[src/hdl/phy_regs_pkg.sv]
// Shared constants, types and states of the management register block
package phy_regs_pkg;
  // Register numbers on the management bus
  localparam logic [4:0] REG_PARTNER_PAGE = 5'h08;
  localparam logic [4:0] REG_RSVD_FIRST   = 5'h09;
  localparam logic [4:0] REG_RSVD_LAST    = 5'h0F;
  localparam logic [4:0] REG_TUNING       = 5'h10;
  localparam logic [4:0] REG_LINK_SUMMARY = 5'h11;

  // Frame layout
  localparam logic [1:0] OP_READ      = 2'h2;
  localparam logic [1:0] OP_WRITE     = 2'h1;
  localparam logic [5:0] PREAMBLE_MIN = 6'h20;
  localparam logic [4:0] HEAD_LAST    = 5'h0B;
  localparam logic [4:0] DATA_BITS    = 5'h10;
  localparam logic [4:0] DATA_LAST    = 5'h0F;
  localparam logic [4:0] TURN_LAST    = 5'h01;
  localparam int         OP_HI        = 11;
  localparam int         OP_LO        = 10;
  localparam int         PHY_HI       = 9;
  localparam int         PHY_LO       = 5;
  localparam int         REGNUM_HI    = 4;

  // Field positions
  localparam int CMD_OVR_BIT     = 15;
  localparam int ADDR_HI         = 10;
  localparam int ADDR_LO         = 6;
  localparam int CIPHER_TEST_BIT = 5;
  localparam int NRZI_BIT        = 3;
  localparam int TX_INVALID_BIT  = 2;
  localparam int CIPHER_OFF_BIT  = 0;
  localparam int SPEED_BIT       = 15;
  localparam int DUPLEX_BIT      = 14;
  localparam int PROG_HI         = 13;
  localparam int PROG_LO         = 11;
  localparam int PAGE_RSVD_BIT   = 14;

  localparam logic        PHYAD_TOP    = 1'b1;
  localparam logic [2:0]  STRAP_SETTLE = 3'h4;
  localparam logic [15:0] WORD_ZERO    = 16'h0000;
  localparam int          SYNC_WIDTH   = 6;

  typedef struct packed {
    logic cipherTest;
    logic nrzi;
    logic txInvalid;
    logic cipherOff;
  } tuning_t;

  localparam tuning_t TUNING_RESET = '{cipherTest: 1'b0, nrzi: 1'b1, txInvalid: 1'b0, cipherOff: 1'b0};

  typedef struct packed {
    logic       speed100;
    logic       fullDuplex;
    logic [2:0] progress;
  } link_status_t;

  typedef enum logic [5:0] {
    S_PRE   = 6'b000001,
    S_START = 6'b000010,
    S_HEAD  = 6'b000100,
    S_TURN  = 6'b001000,
    S_READ  = 6'b010000,
    S_WRITE = 6'b100000
  } mgmt_state_t;
endpackage

[src/hdl/phy_mgmt_regs.sv]
// Management register block: serial management slave with partner page, tuning and link summary registers
// Functional notes
// - Partner page code low four bits are read-only, reset zero, loaded from received page.
// - Register numbers nine to fifteen are reserved and have no function.
// - Command override bit at tuning bit fifteen is writable, resets zero, self-clears.
// - Tuning bits ten to six show the address: top bit one, rest strapped.
// - Tuning bit five puts the scrambler in test mode; resets zero.
// - Tuning bit three selects NRZI when one, NRZ when zero; resets one.
// - Tuning bit two allows invalid code groups to be sent; resets zero.
// - Tuning bit zero bypasses the scrambler; resets zero.
// - Summary bit fourteen reports duplex: zero half, one full.
// - Summary bits thirteen and twelve show latched progress bits two and one.
// - Summary bit eleven shows latched progress bit zero, completing the code.
`timescale 1ns/10ps
module phy_mgmt_regs (
  input  wire logic                       clk,
  input  wire logic                       resetn,
  input  wire logic                       mdc,
  input  wire logic                       mdioIn,
  output logic                            mdioOut,
  output logic                            mdioOe,
  input  wire logic [3:0]                 strapAddr,
  input  wire logic [15:0]                pageCode,
  input  wire logic                       pageStrobe,
  input  wire phy_regs_pkg::link_status_t linkStatus,
  output phy_regs_pkg::tuning_t           tuning,
  output logic                            cmdOverride
);
  logic [phy_regs_pkg::SYNC_WIDTH-1:0] syncOut;
  logic                                mdcS;
  logic                                mdioS;
  logic [3:0]                          strapS;
  logic                                mdcPrev_q;
  logic                                rise;

  phy_regs_pkg::mgmt_state_t state_q;
  phy_regs_pkg::mgmt_state_t state_d;
  logic [5:0]                onesCnt_q;
  logic [5:0]                onesCnt_d;
  logic [4:0]                bitCnt_q;
  logic [4:0]                bitCnt_d;
  logic [15:0]               shift_q;
  logic [15:0]               shift_d;
  logic [4:0]                regNum_q;
  logic [4:0]                regNum_d;
  logic                      isRead_q;
  logic                      isRead_d;
  logic                      mdioOut_d;
  logic                      mdioOe_d;
  logic                      tuneWrite;
  logic [15:0]               writeWord;
  logic [11:0]               header;

  logic [15:0]               pageCode_q;
  logic [15:0]               pageCode_d;
  phy_regs_pkg::tuning_t     tuning_q;
  phy_regs_pkg::tuning_t     tuning_d;
  logic                      cmdOverride_q;
  logic                      cmdOverride_d;
  logic [2:0]                progress_q;
  logic [2:0]                progress_d;
  logic [3:0]                strapAddr_q;
  logic [3:0]                strapAddr_d;
  logic [2:0]                strapCnt_q;
  logic [2:0]                strapCnt_d;
  logic                      strapDone_q;
  logic                      strapDone_d;
  logic [4:0]                phyAddr;

  input_sync input_sync_inst (
    .clk     (clk),
    .resetn  (resetn),
    .rawIn   ({strapAddr, mdioIn, mdc}),
    .syncOut (syncOut)
  );

  assign mdcS    = syncOut[0];
  assign mdioS   = syncOut[1];
  assign strapS  = syncOut[5:2];
  assign rise    = mdcS & ~mdcPrev_q;
  assign phyAddr = {phy_regs_pkg::PHYAD_TOP, strapAddr_q};

  function automatic logic isReserved(input logic [4:0] regNum);
    isReserved = (regNum >= phy_regs_pkg::REG_RSVD_FIRST) && (regNum <= phy_regs_pkg::REG_RSVD_LAST);
  endfunction

  function automatic logic [15:0] readWord(
    input logic [4:0]                 regNum,
    input logic [15:0]                page,
    input phy_regs_pkg::tuning_t      tune,
    input logic [4:0]                 addr,
    input phy_regs_pkg::link_status_t stat,
    input logic [2:0]                 prog
  );
    logic [15:0] word;
    word = phy_regs_pkg::WORD_ZERO;
    if (isReserved(regNum)) begin
      word = phy_regs_pkg::WORD_ZERO;
    end else if (regNum == phy_regs_pkg::REG_PARTNER_PAGE) begin
      word = page;
    end else if (regNum == phy_regs_pkg::REG_TUNING) begin
      word[phy_regs_pkg::ADDR_HI:phy_regs_pkg::ADDR_LO] = addr;
      word[phy_regs_pkg::CIPHER_TEST_BIT]               = tune.cipherTest;
      word[phy_regs_pkg::NRZI_BIT]                      = tune.nrzi;
      word[phy_regs_pkg::TX_INVALID_BIT]                = tune.txInvalid;
      word[phy_regs_pkg::CIPHER_OFF_BIT]                = tune.cipherOff;
    end else if (regNum == phy_regs_pkg::REG_LINK_SUMMARY) begin
      word[phy_regs_pkg::SPEED_BIT]                     = stat.speed100;
      word[phy_regs_pkg::DUPLEX_BIT]                    = stat.fullDuplex;
      word[phy_regs_pkg::PROG_HI:phy_regs_pkg::PROG_LO] = prog;
    end
    return word;
  endfunction

  // Serial frame engine: samples and drives on synchronised MDC rising edges
  always_comb begin
    state_d   = state_q;
    onesCnt_d = onesCnt_q;
    bitCnt_d  = bitCnt_q;
    shift_d   = shift_q;
    regNum_d  = regNum_q;
    isRead_d  = isRead_q;
    mdioOut_d = mdioOut;
    mdioOe_d  = mdioOe;
    tuneWrite = 1'b0;
    writeWord = {shift_q[14:0], mdioS};
    header    = writeWord[11:0];
    if (rise) begin
      unique case (state_q)
        phy_regs_pkg::S_PRE: begin
          if (mdioS) begin
            if (onesCnt_q != phy_regs_pkg::PREAMBLE_MIN) begin
              onesCnt_d = onesCnt_q + 6'h01;
            end
          end else if (onesCnt_q == phy_regs_pkg::PREAMBLE_MIN) begin
            state_d = phy_regs_pkg::S_START;
          end else begin
            onesCnt_d = '0;
          end
        end
        phy_regs_pkg::S_START: begin
          onesCnt_d = '0;
          bitCnt_d  = '0;
          state_d   = mdioS ? phy_regs_pkg::S_HEAD : phy_regs_pkg::S_PRE;
        end
        phy_regs_pkg::S_HEAD: begin
          shift_d  = writeWord;
          bitCnt_d = bitCnt_q + 5'h01;
          if (bitCnt_q == phy_regs_pkg::HEAD_LAST) begin
            bitCnt_d = '0;
            regNum_d = header[phy_regs_pkg::REGNUM_HI:0];
            isRead_d = (header[phy_regs_pkg::OP_HI:phy_regs_pkg::OP_LO] == phy_regs_pkg::OP_READ);
            if (header[phy_regs_pkg::PHY_HI:phy_regs_pkg::PHY_LO] == phyAddr &&
                (header[phy_regs_pkg::OP_HI:phy_regs_pkg::OP_LO] == phy_regs_pkg::OP_READ ||
                 header[phy_regs_pkg::OP_HI:phy_regs_pkg::OP_LO] == phy_regs_pkg::OP_WRITE)) begin
              state_d = phy_regs_pkg::S_TURN;
            end else begin
              state_d = phy_regs_pkg::S_PRE;
            end
          end
        end
        phy_regs_pkg::S_TURN: begin
          if (isRead_q) begin
            // Second turnaround bit is driven low, then the word follows
            mdioOe_d  = 1'b1;
            mdioOut_d = 1'b0;
            shift_d   = readWord(regNum_q, pageCode_q, tuning_q, phyAddr, linkStatus, progress_q);
            state_d   = phy_regs_pkg::S_READ;
          end else if (bitCnt_q == phy_regs_pkg::TURN_LAST) begin
            bitCnt_d = '0;
            state_d  = phy_regs_pkg::S_WRITE;
          end else begin
            bitCnt_d = bitCnt_q + 5'h01;
          end
        end
        phy_regs_pkg::S_READ: begin
          if (bitCnt_q == phy_regs_pkg::DATA_BITS) begin
            mdioOe_d  = 1'b0;
            mdioOut_d = 1'b0;
            bitCnt_d  = '0;
            state_d   = phy_regs_pkg::S_PRE;
          end else begin
            mdioOut_d = shift_q[15];
            shift_d   = {shift_q[14:0], 1'b0};
            bitCnt_d  = bitCnt_q + 5'h01;
          end
        end
        phy_regs_pkg::S_WRITE: begin
          shift_d  = writeWord;
          bitCnt_d = bitCnt_q + 5'h01;
          if (bitCnt_q == phy_regs_pkg::DATA_LAST) begin
            tuneWrite = (regNum_q == phy_regs_pkg::REG_TUNING);
            bitCnt_d  = '0;
            state_d   = phy_regs_pkg::S_PRE;
          end
        end
        default: begin
          mdioOe_d = 1'b0;
          state_d  = phy_regs_pkg::S_PRE;
        end
      endcase
    end
  end

  always_ff @(posedge clk or negedge resetn) begin
    if (!resetn) begin
      state_q   <= phy_regs_pkg::S_PRE;
      onesCnt_q <= '0;
      bitCnt_q  <= '0;
      shift_q   <= '0;
      regNum_q  <= '0;
      isRead_q  <= 1'b0;
      mdioOut   <= 1'b0;
      mdioOe    <= 1'b0;
      mdcPrev_q <= 1'b0;
    end else begin
      state_q   <= state_d;
      onesCnt_q <= onesCnt_d;
      bitCnt_q  <= bitCnt_d;
      shift_q   <= shift_d;
      regNum_q  <= regNum_d;
      isRead_q  <= isRead_d;
      mdioOut   <= mdioOut_d;
      mdioOe    <= mdioOe_d;
      mdcPrev_q <= mdcS;
    end
  end

  // Register contents and strap capture
  always_comb begin
    pageCode_d    = pageCode_q;
    tuning_d      = tuning_q;
    cmdOverride_d = 1'b0;
    progress_d    = progress_q;
    strapAddr_d   = strapAddr_q;
    strapCnt_d    = strapCnt_q;
    strapDone_d   = strapDone_q;
    if (pageStrobe) begin
      pageCode_d                              = pageCode;
      pageCode_d[phy_regs_pkg::PAGE_RSVD_BIT] = 1'b0;
    end
    // Progress code is frozen while a word is being shifted out
    if (state_q != phy_regs_pkg::S_TURN && state_q != phy_regs_pkg::S_READ) begin
      progress_d = linkStatus.progress;
    end
    if (tuneWrite) begin
      cmdOverride_d      = writeWord[phy_regs_pkg::CMD_OVR_BIT];
      tuning_d.cipherTest = writeWord[phy_regs_pkg::CIPHER_TEST_BIT];
      tuning_d.nrzi       = writeWord[phy_regs_pkg::NRZI_BIT];
      tuning_d.txInvalid  = writeWord[phy_regs_pkg::TX_INVALID_BIT];
      tuning_d.cipherOff  = writeWord[phy_regs_pkg::CIPHER_OFF_BIT];
    end
    if (!strapDone_q) begin
      if (strapCnt_q == phy_regs_pkg::STRAP_SETTLE) begin
        strapAddr_d = strapS;
        strapDone_d = 1'b1;
      end else begin
        strapCnt_d = strapCnt_q + 3'h1;
      end
    end
  end

  always_ff @(posedge clk or negedge resetn) begin
    if (!resetn) begin
      pageCode_q    <= phy_regs_pkg::WORD_ZERO;
      tuning_q      <= phy_regs_pkg::TUNING_RESET;
      cmdOverride_q <= 1'b0;
      progress_q    <= '0;
      strapAddr_q   <= '0;
      strapCnt_q    <= '0;
      strapDone_q   <= 1'b0;
    end else begin
      pageCode_q    <= pageCode_d;
      tuning_q      <= tuning_d;
      cmdOverride_q <= cmdOverride_d;
      progress_q    <= progress_d;
      strapAddr_q   <= strapAddr_d;
      strapCnt_q    <= strapCnt_d;
      strapDone_q   <= strapDone_d;
    end
  end

  assign tuning      = tuning_q;
  assign cmdOverride = cmdOverride_q;

  page_capture_a: assert property (@(posedge clk) disable iff (!resetn)
    pageStrobe |=> pageCode_q[3:0] == $past(pageCode[3:0]))
    else $error("partner page code not captured");

  reserved_read_a: assert property (@(posedge clk) disable iff (!resetn)
    (rise && state_q == phy_regs_pkg::S_TURN && isRead_q && isReserved(regNum_q)) |=> shift_q == 16'h0000)
    else $error("reserved register read not zero");

  override_pulse_a: assert property (@(posedge clk) disable iff (!resetn)
    (tuneWrite && writeWord[phy_regs_pkg::CMD_OVR_BIT]) |=> cmdOverride ##1 !cmdOverride)
    else $error("command override not a single pulse");

  strap_latch_a: assert property (@(posedge clk) disable iff (!resetn)
    $rose(strapDone_q) |-> strapAddr_q == $past(strapS) && phyAddr[4] == 1'b1)
    else $error("address not latched from straps");

  test_mode_a: assert property (@(posedge clk) disable iff (!resetn)
    tuneWrite |=> tuning.cipherTest == $past(writeWord[phy_regs_pkg::CIPHER_TEST_BIT]))
    else $error("scrambler test mode not updated");

  nrzi_hold_a: assert property (@(posedge clk) disable iff (!resetn)
    !tuneWrite |=> $stable(tuning.nrzi))
    else $error("encoding select changed without a write");

  tx_invalid_a: assert property (@(posedge clk) disable iff (!resetn)
    (tuneWrite && !writeWord[phy_regs_pkg::TX_INVALID_BIT]) |=> !tuning.txInvalid)
    else $error("invalid code transmit not disabled");

  cipher_bypass_a: assert property (@(posedge clk) disable iff (!resetn)
    (tuneWrite && writeWord[phy_regs_pkg::CIPHER_OFF_BIT]) |=> tuning.cipherOff)
    else $error("scrambler bypass not set");

  rate_duplex_a: assert property (@(posedge clk) disable iff (!resetn)
    (rise && state_q == phy_regs_pkg::S_TURN && isRead_q && regNum_q == phy_regs_pkg::REG_LINK_SUMMARY)
      |=> shift_q[15:14] == {$past(linkStatus.speed100), $past(linkStatus.fullDuplex)})
    else $error("rate or duplex misreported");

  progress_read_a: assert property (@(posedge clk) disable iff (!resetn)
    (rise && state_q == phy_regs_pkg::S_TURN && isRead_q && regNum_q == phy_regs_pkg::REG_LINK_SUMMARY)
      |=> shift_q[13:11] == $past(progress_q))
    else $error("progress code misreported");

  frame_length_a: assert property (@(posedge clk) disable iff (!resetn)
    $fell(mdioOe) |-> $past(bitCnt_q) == 5'h10)
    else $error("read word not 16 bits");
endmodule

[src/hdl/input_sync.sv]
// Three-stage pin synchroniser that accepts a change once stages two and three agree
`timescale 1ns/10ps
module input_sync (
  input  wire logic                                clk,
  input  wire logic                                resetn,
  input  wire logic [phy_regs_pkg::SYNC_WIDTH-1:0] rawIn,
  output logic      [phy_regs_pkg::SYNC_WIDTH-1:0] syncOut
);
  logic [phy_regs_pkg::SYNC_WIDTH-1:0] ff1_q;
  logic [phy_regs_pkg::SYNC_WIDTH-1:0] ff2_q;
  logic [phy_regs_pkg::SYNC_WIDTH-1:0] ff3_q;
  logic [phy_regs_pkg::SYNC_WIDTH-1:0] out_q;
  logic [phy_regs_pkg::SYNC_WIDTH-1:0] out_d;

  for (genvar i = 0; i < phy_regs_pkg::SYNC_WIDTH; i++) begin : gBit
    always_comb begin
      out_d[i] = (ff2_q[i] == ff3_q[i]) ? ff2_q[i] : out_q[i];
    end
  end

  always_ff @(posedge clk or negedge resetn) begin
    if (!resetn) begin
      ff1_q <= '0;
      ff2_q <= '0;
      ff3_q <= '0;
      out_q <= '0;
    end else begin
      ff1_q <= rawIn;
      ff2_q <= ff1_q;
      ff3_q <= ff2_q;
      out_q <= out_d;
    end
  end

  assign syncOut = out_q;
endmodule

[config.mk]
export PLATFORM = sky130hd
export DESIGN_NAME = phy_mgmt_regs
export DESIGN_NICKNAME = d
export VERILOG_FILES = /design/src/hdl/phy_regs_pkg.sv /design/src/hdl/phy_mgmt_regs.sv /design/src/hdl/input_sync.sv
export SDC_FILE = /design/constraint.sdc
export NUM_CORES = 1
export LEC_CHECK = 0
export BUFFER_PORTS_ARGS = -buffer_cell sky130_fd_sc_hd__clkbuf_2
export CAP_MARGIN = 20
export CORE_UTILIZATION = 40
export DETAILED_ROUTE_END_ITERATION = 12
export HOLD_SLACK_MARGIN = 0.06
export REMOVE_ABC_BUFFERS = 1
export SLEW_MARGIN = 20
export SYNTH_ARGS = -nofsm -noshare
export SYNTH_HDL_FRONTEND = slang
export SYNTH_SLANG_ARGS = --single-unit
[constraint.sdc]
create_clock -name clk -period 3.2 [get_ports clk]
set_clock_uncertainty 0.15 [all_clocks]
set_input_delay 0.16 -clock clk [delete_from_list [all_inputs] [get_ports clk]]
set_output_delay 0.16 -clock clk [all_outputs]
set_load 0.1 [all_outputs]
# Word-level counts from Yosys, hierarchy flattened
# Cells that the tools add are included.
[op_classes] add_sub_neg=3 n_lt_le_gt_ge=2 n_eq_ne=38 muxes=46 bitwise_logic=5 n_reduce_logical=19
[ops] operator="two-way mux 6 bit" n=11
[ops] operator="two-way mux 16 bit" n=3
[ops] operator="one-hot mux 16 bit (3 select lines)" n=1
[ops] operator="one-hot mux 6 bit (6 select lines)" n=1
[ops] operator="two-way mux 5 bit" n=7
[ops] operator="one-hot mux 5 bit (5 select lines)" n=1
[ops] operator="inequality test 2 bit, second input constant" n=8
[ops] operator="equality test 5 x 4 -> 1 bit, second input constant" n=3
[ops] operator="equality test 5 bit, second input constant" n=3
[ops] operator="two-way mux 1 bit" n=14
[ops] operator="equality test 6 bit, second input constant" n=2
[ops] operator="one-hot mux 6 bit (2 select lines)" n=1
[ops] operator="AND reduction 4 bit" n=3
[ops] operator="two-way mux 11 bit" n=1
[ops] operator="AND reduction 3 bit" n=3
[ops] operator="AND reduction 7 bit" n=1
[ops] operator="adder 6 x 1 -> 6 bit, second input constant" n=1
[ops] operator="equality test 1 bit" n=6
[ops] operator="equality test 6 x 1 -> 1 bit, second input constant" n=1
[ops] operator="equality test 6 x 2 -> 1 bit, second input constant" n=1
[ops] operator="equality test 6 x 3 -> 1 bit, second input constant" n=1
[ops] operator="equality test 6 x 4 -> 1 bit, second input constant" n=1
[ops] operator="equality test 6 x 5 -> 1 bit, second input constant" n=1
[ops] operator="inequality test 3 bit, second input constant" n=2
[ops] operator="28 further kinds" n=36
[totals] regBits=97 input_bits=30 wordCells=141

# Longest topological paths before layout
[logic_depth] depth_word=7 ltp_mapped=8

# Cells and area by module
# From an unflattened synthesis, not the netlist that was laid out.
[unflattened] hier_cells=382 area_unflattened_um2=4563.1
[by_module_without_submodules] mod="phy_mgmt_regs" instances=1 cells_each=352 area_each_um2=3895.0 seq_area_each_um2=1829.3
[by_module_without_submodules] mod="input_sync" instances=1 cells_each=30 area_each_um2=668.1 seq_area_each_um2=600.6

# Worst setup path after synthesis
# OpenSTA, ideal clock, no wires.
[synth_path] kind="flip-flop to flip-flop" from="reg bitCnt_q[0]" to="reg bitCnt_q[2]" arrival_time_ps=1972 t_required_ps=2924 setup_slack_ps=952 path_stages_with_launch=7 synth_period_minus_slack_ps=2248 cell_sequence="dfrtp_1 ha_1 nor4bb_1 and4b_1 nor4_1 nor2_1 a221o_1"
[synth_via] elab_chain_len=4
[synth_lines] item="start, declared" line="phy_mgmt_regs.sv:40" text="logic [4:0] bitCnt_q;"
[synth_lines] item="start signal, assigned" line="phy_mgmt_regs.sv:219" text="bitCnt_q <= bitCnt_d;"
[synth_lines] item="adder 5 x 1 -> 5 bit or equality test 5 x 1 -> 1 bit (tied branches)"
[synth_lines] item="two-way mux 5 bit" line="phy_mgmt_regs.sv:169" text="end else if (bitCnt_q == phy_regs_pkg::TURN_LAST) begin"
[synth_lines] item="two-way mux 5 bit" line="phy_mgmt_regs.sv:163" text="if (isRead_q) begin"
[synth_lines] item="one-hot mux 5 bit (5 select lines) (*)" line="phy_mgmt_regs.sv:129" text="unique case (state_q)"
# Every way passes the cells marked *; elsewhere a longest branch is shown, timed or not. The select of a mux whose other input is x is not followed.
# A chain may end at the register's enable or synchronous reset.

# Final worst setup path
# Ends and elaborated chain as after synthesis.

==> flow_metrics.env <==
export IMPL_outcome="finished clean"
export IMPL_place_congestion=0.821
export IMPL_synth_avg_cell_area_um2=11.1
export IMPL_syn_to_final_growth_pct=19.5
export IMPL_finalSetupViolations=0
export IMPL_yosysTopAreaCell="dfrtp_1"
export IMPL_ys_warn_count=0
export IMPL_cts_made_buffers=9
export IMPL_ioPinCount=37
export IMPL_cp_start_kind="flip-flop"
export IMPL_hp_class="in2reg"
export IMPL_regToRegEndpoint="bitCnt_q[2]$_DFFE_PN0P_"
export IMPL_antenna_found_initial=0
export IMPL_drive_above_1_share_pct=22.8
export IMPL_leakagePower_nw=2.35
export IMPL_cts_setup_buffers=0
export IMPL_vias_per_cell=5.40
export IMPL_drtPass1Iterations=4
export IMPL_portBuffers=35
export IMPL_clockRootBuffer="clkbuf_16"
export IMPL_numClockSinks=97
export IMPL_syn_inst=412
export IMPL_initial_core_util_pct=41.6
export IMPL_cts_tree="built"
export IMPL_stdcell_count=613
export IMPL_maxSlewHeadroom_pct=43.9
export IMPL_routed_wl_um=9250
export IMPL_r2r_cells=6
export IMPL_grt_util_all_layers_pct=17.1
export IMPL_power_density_nw_per_um2=630
export IMPL_drc_errors=0
export IMPL_async_flop_share_pct=100
export IMPL_slew_violations=0
export IMPL_grt_overflow=0
export IMPL_num_rows=38
export IMPL_h_tree_depth=3
export IMPL_worst_slew_pin_slew_ns=0.842
export IMPL_crit_end="bitCnt_q[2]$_DFFE_PN0P_"
export IMPL_ir_drop_v=0.000585
export IMPL_wl_per_cell_um=15.1
export IMPL_dieArea_um2=11900
export IMPL_fmax_mhz=382
export IMPL_grt_pass1_wl_um=15600
export IMPL_reg2reg_from="bitCnt_q[0]$_DFFE_PN0P_"
export IMPL_critical_path_class="reg2reg"
export IMPL_fin_nets=509
export IMPL_final_antenna_net_count=0
export IMPL_synth_edf_count=0
export IMPL_crit_start="bitCnt_q[0]$_DFFE_PN0P_"
export IMPL_grt_max_degree=66
export IMPL_dp_cells=572
export IMPL_drtIter0Drc=174
export IMPL_yosys_top_cells_count="dfrtp_1 (95), a21oi_1 (33), mux2_2 (33), nor2_1 (28), nand2_1 (19)"
export IMPL_syn_area_um2=4590
export IMPL_crit_fanout=5
export IMPL_worstSetupEndpointType="flip-flop"
export IMPL_clk_path_buf_depth=2
export IMPL_ys_seq_elements=97
export IMPL_grt_pass1_vias=3207
export IMPL_die_w_um=109
export IMPL_synth_most_common_cell="dfrtp_1"
export IMPL_cap_violations=0
export IMPL_ys_flop_type="dfrtp_1"
export IMPL_insertion_delay_ns=0.35
export IMPL_synth_distinct_cells=59
export IMPL_vias=3308
export IMPL_utilization_pct=49.7
export IMPL_seq_area_frac_synth_pct=53.0
export IMPL_diodes=0
export IMPL_min_period_ns=2.62
export IMPL_required_ns=3.28
export IMPL_fin_setup_tns_ns=0
export IMPL_synth_top_cell_area_share_pct=51.8
export IMPL_reg2reg_setup_slack_ns=0.58
export IMPL_core_um2=11000
export IMPL_dp_hpwl_um=6260
export IMPL_n_fill_cell=977
export IMPL_yosys_top_cells_area="dfrtp_1 (52%), mux2_2 (8.1%), a21oi_1 (3.6%)"
export IMPL_hold_violations=0
export IMPL_clk_pin_slew_ns=0.07
export IMPL_min_period_over_period_pct=81.8
export IMPL_rsz0062_at_grt="false"
export IMPL_die_h_um=109
export IMPL_cp_arrival_ns=2.70
critical path, stage by stage (launching register included):
cell	delay, ns
dfrtp_1	0.42
ha_1	0.23
nor4bb_1	0.42
and4b_1	0.28
nor4_1	0.47
nor2_1	0.18
a221o_1	0.35
logic make-up (layout without fill, tap and decap cells):
| logic type | Yosys count | after routing | synth area share [%] |
|---|---|---|---|
| simple gates | 121 | 121 | 14.4 |
| buf+inv | 37 | 98 | 3.44 |
| mux | 38 | 38 | 9.52 |
| fa+ha+maj | 17 | 17 | 4.31 |
| xor+xnor | 11 | 11 | 2.10 |
| compound gates | 91 | 91 | 13.3 |
| flops | 97 | 97 | 53.0 |
what timing repair did:
action / in CTS / in global routing
hold buffers: 25 / 0
resized for setup: 0 / 0
hold endpoints to repair: 85 / 0
per-stage QoR:
| step | instance area, um^2 | setup WS (ns) | power [mW] | hold slack [ns] |
|---|---|---|---|---|
| floorplan | 4490 | -0.209 | 2.04 | -0.286 |
| global placement | 4900 | 0.706 | 2.23 | 0.119 |
| detailed placement | 4900 | 0.603 | 2.25 | 0.120 |
| CTS | 5480 | 0.578 | 3.49 | 0.0821 |
| global route | 5480 | 0.343 | 3.63 | 0.101 |
| finish | 5480 | 0.583 | 3.46 | 0.0947 |
placed cells by master (no fill, tap or decap), types with 4 or more instances in the layout:
cell            n
a2111oi_0       4
a21oi_1        33
a22oi_1         8
and3_1          4
buf_4           8
clkbuf_16       9
clkbuf_2       34
dfrtp_1        95
dlygate4sd3_1  25
ha_1           11
inv_1          15
maj3_1          6
mux2_2         33
nand2_1        19
nand2b_1        4
nand3_1        11
nand3b_1        4
nand4_1         4
nor2_1         28
nor2b_1         8
nor3_1         14
nor4b_1         5
o21ai_0        16
o31ai_1         5
or3_1           4
xnor2_1         7
xor2_1          4
routing by layer:
| layer | wire length, um | global-route usage [%] | vias to the layer above |
|---|---|---|---|
| met1 | 4430 | 23.0 | 1628 |
| met2 | 4290 | 26.6 | 57 |
| li1 | - | - | 1611 |
| met3 | 367 | 4.24 | 12 |
| met4 | 157 | 6.37 | 0 |
| met5 | 0 | 0 | - |
final cells by class:
type | count | area (um^2) | area share (%)
Clock buffer | 10 | 239 | 4.36
Clock inverter | 6 | 97.6 | 1.78
Multi-Input combinational cell | 278 | 2010 | 36.6
Tap cell | 140 | 175 | 3.19
Timing Repair Buffer | 67 | 480 | 8.76
Inverter | 15 | 56.3 | 1.03
Sequential cell | 97 | 2430 | 44.3
sequential cells by signal, summed over array words and instances, names as in the netlist, 3 cells and up:
register and flops:
regNum_q 5, strapAddr_q 4, input_sync_inst.ff2_q 6, progress_q 3, state_q 6, onesCnt_q 6
strapCnt_q 3, tuning 4, input_sync_inst.syncOut 6, bitCnt_q 5, pageCode_q 15, shift_q 16
input_sync_inst.ff3_q 6, input_sync_inst.ff1_q 6
report_power, final:
group | switching (mW) | internal [mW]
Sequential | 0.184 | 1.40
Clock | 0.487 | 0.717
Combinational | 0.346 | 0.323
Total | 1.02 | 2.44
worst min-delay path by stage:
stage	from	endpoint	cells after the start
2_1_floorplan	resetn	bitCnt_q[0]$_DFFE_PN0P_	0
3_3_place_gp	strapAddr[3]	input_sync_inst.ff1_q[5]$_DFF_PN0_	1
3_5_place_dp	mdc	input_sync_inst.ff1_q[0]$_DFF_PN0_	1
4_1_cts	linkStatus[3]	shift_q[14]$_DFFE_PN0P_	4
5_1_grt	linkStatus[3]	shift_q[14]$_DFFE_PN0P_	4
6_report	linkStatus[3]	shift_q[14]$_DFFE_PN0P_	4
Note: power is estimated with default switching activity, not from simulation.
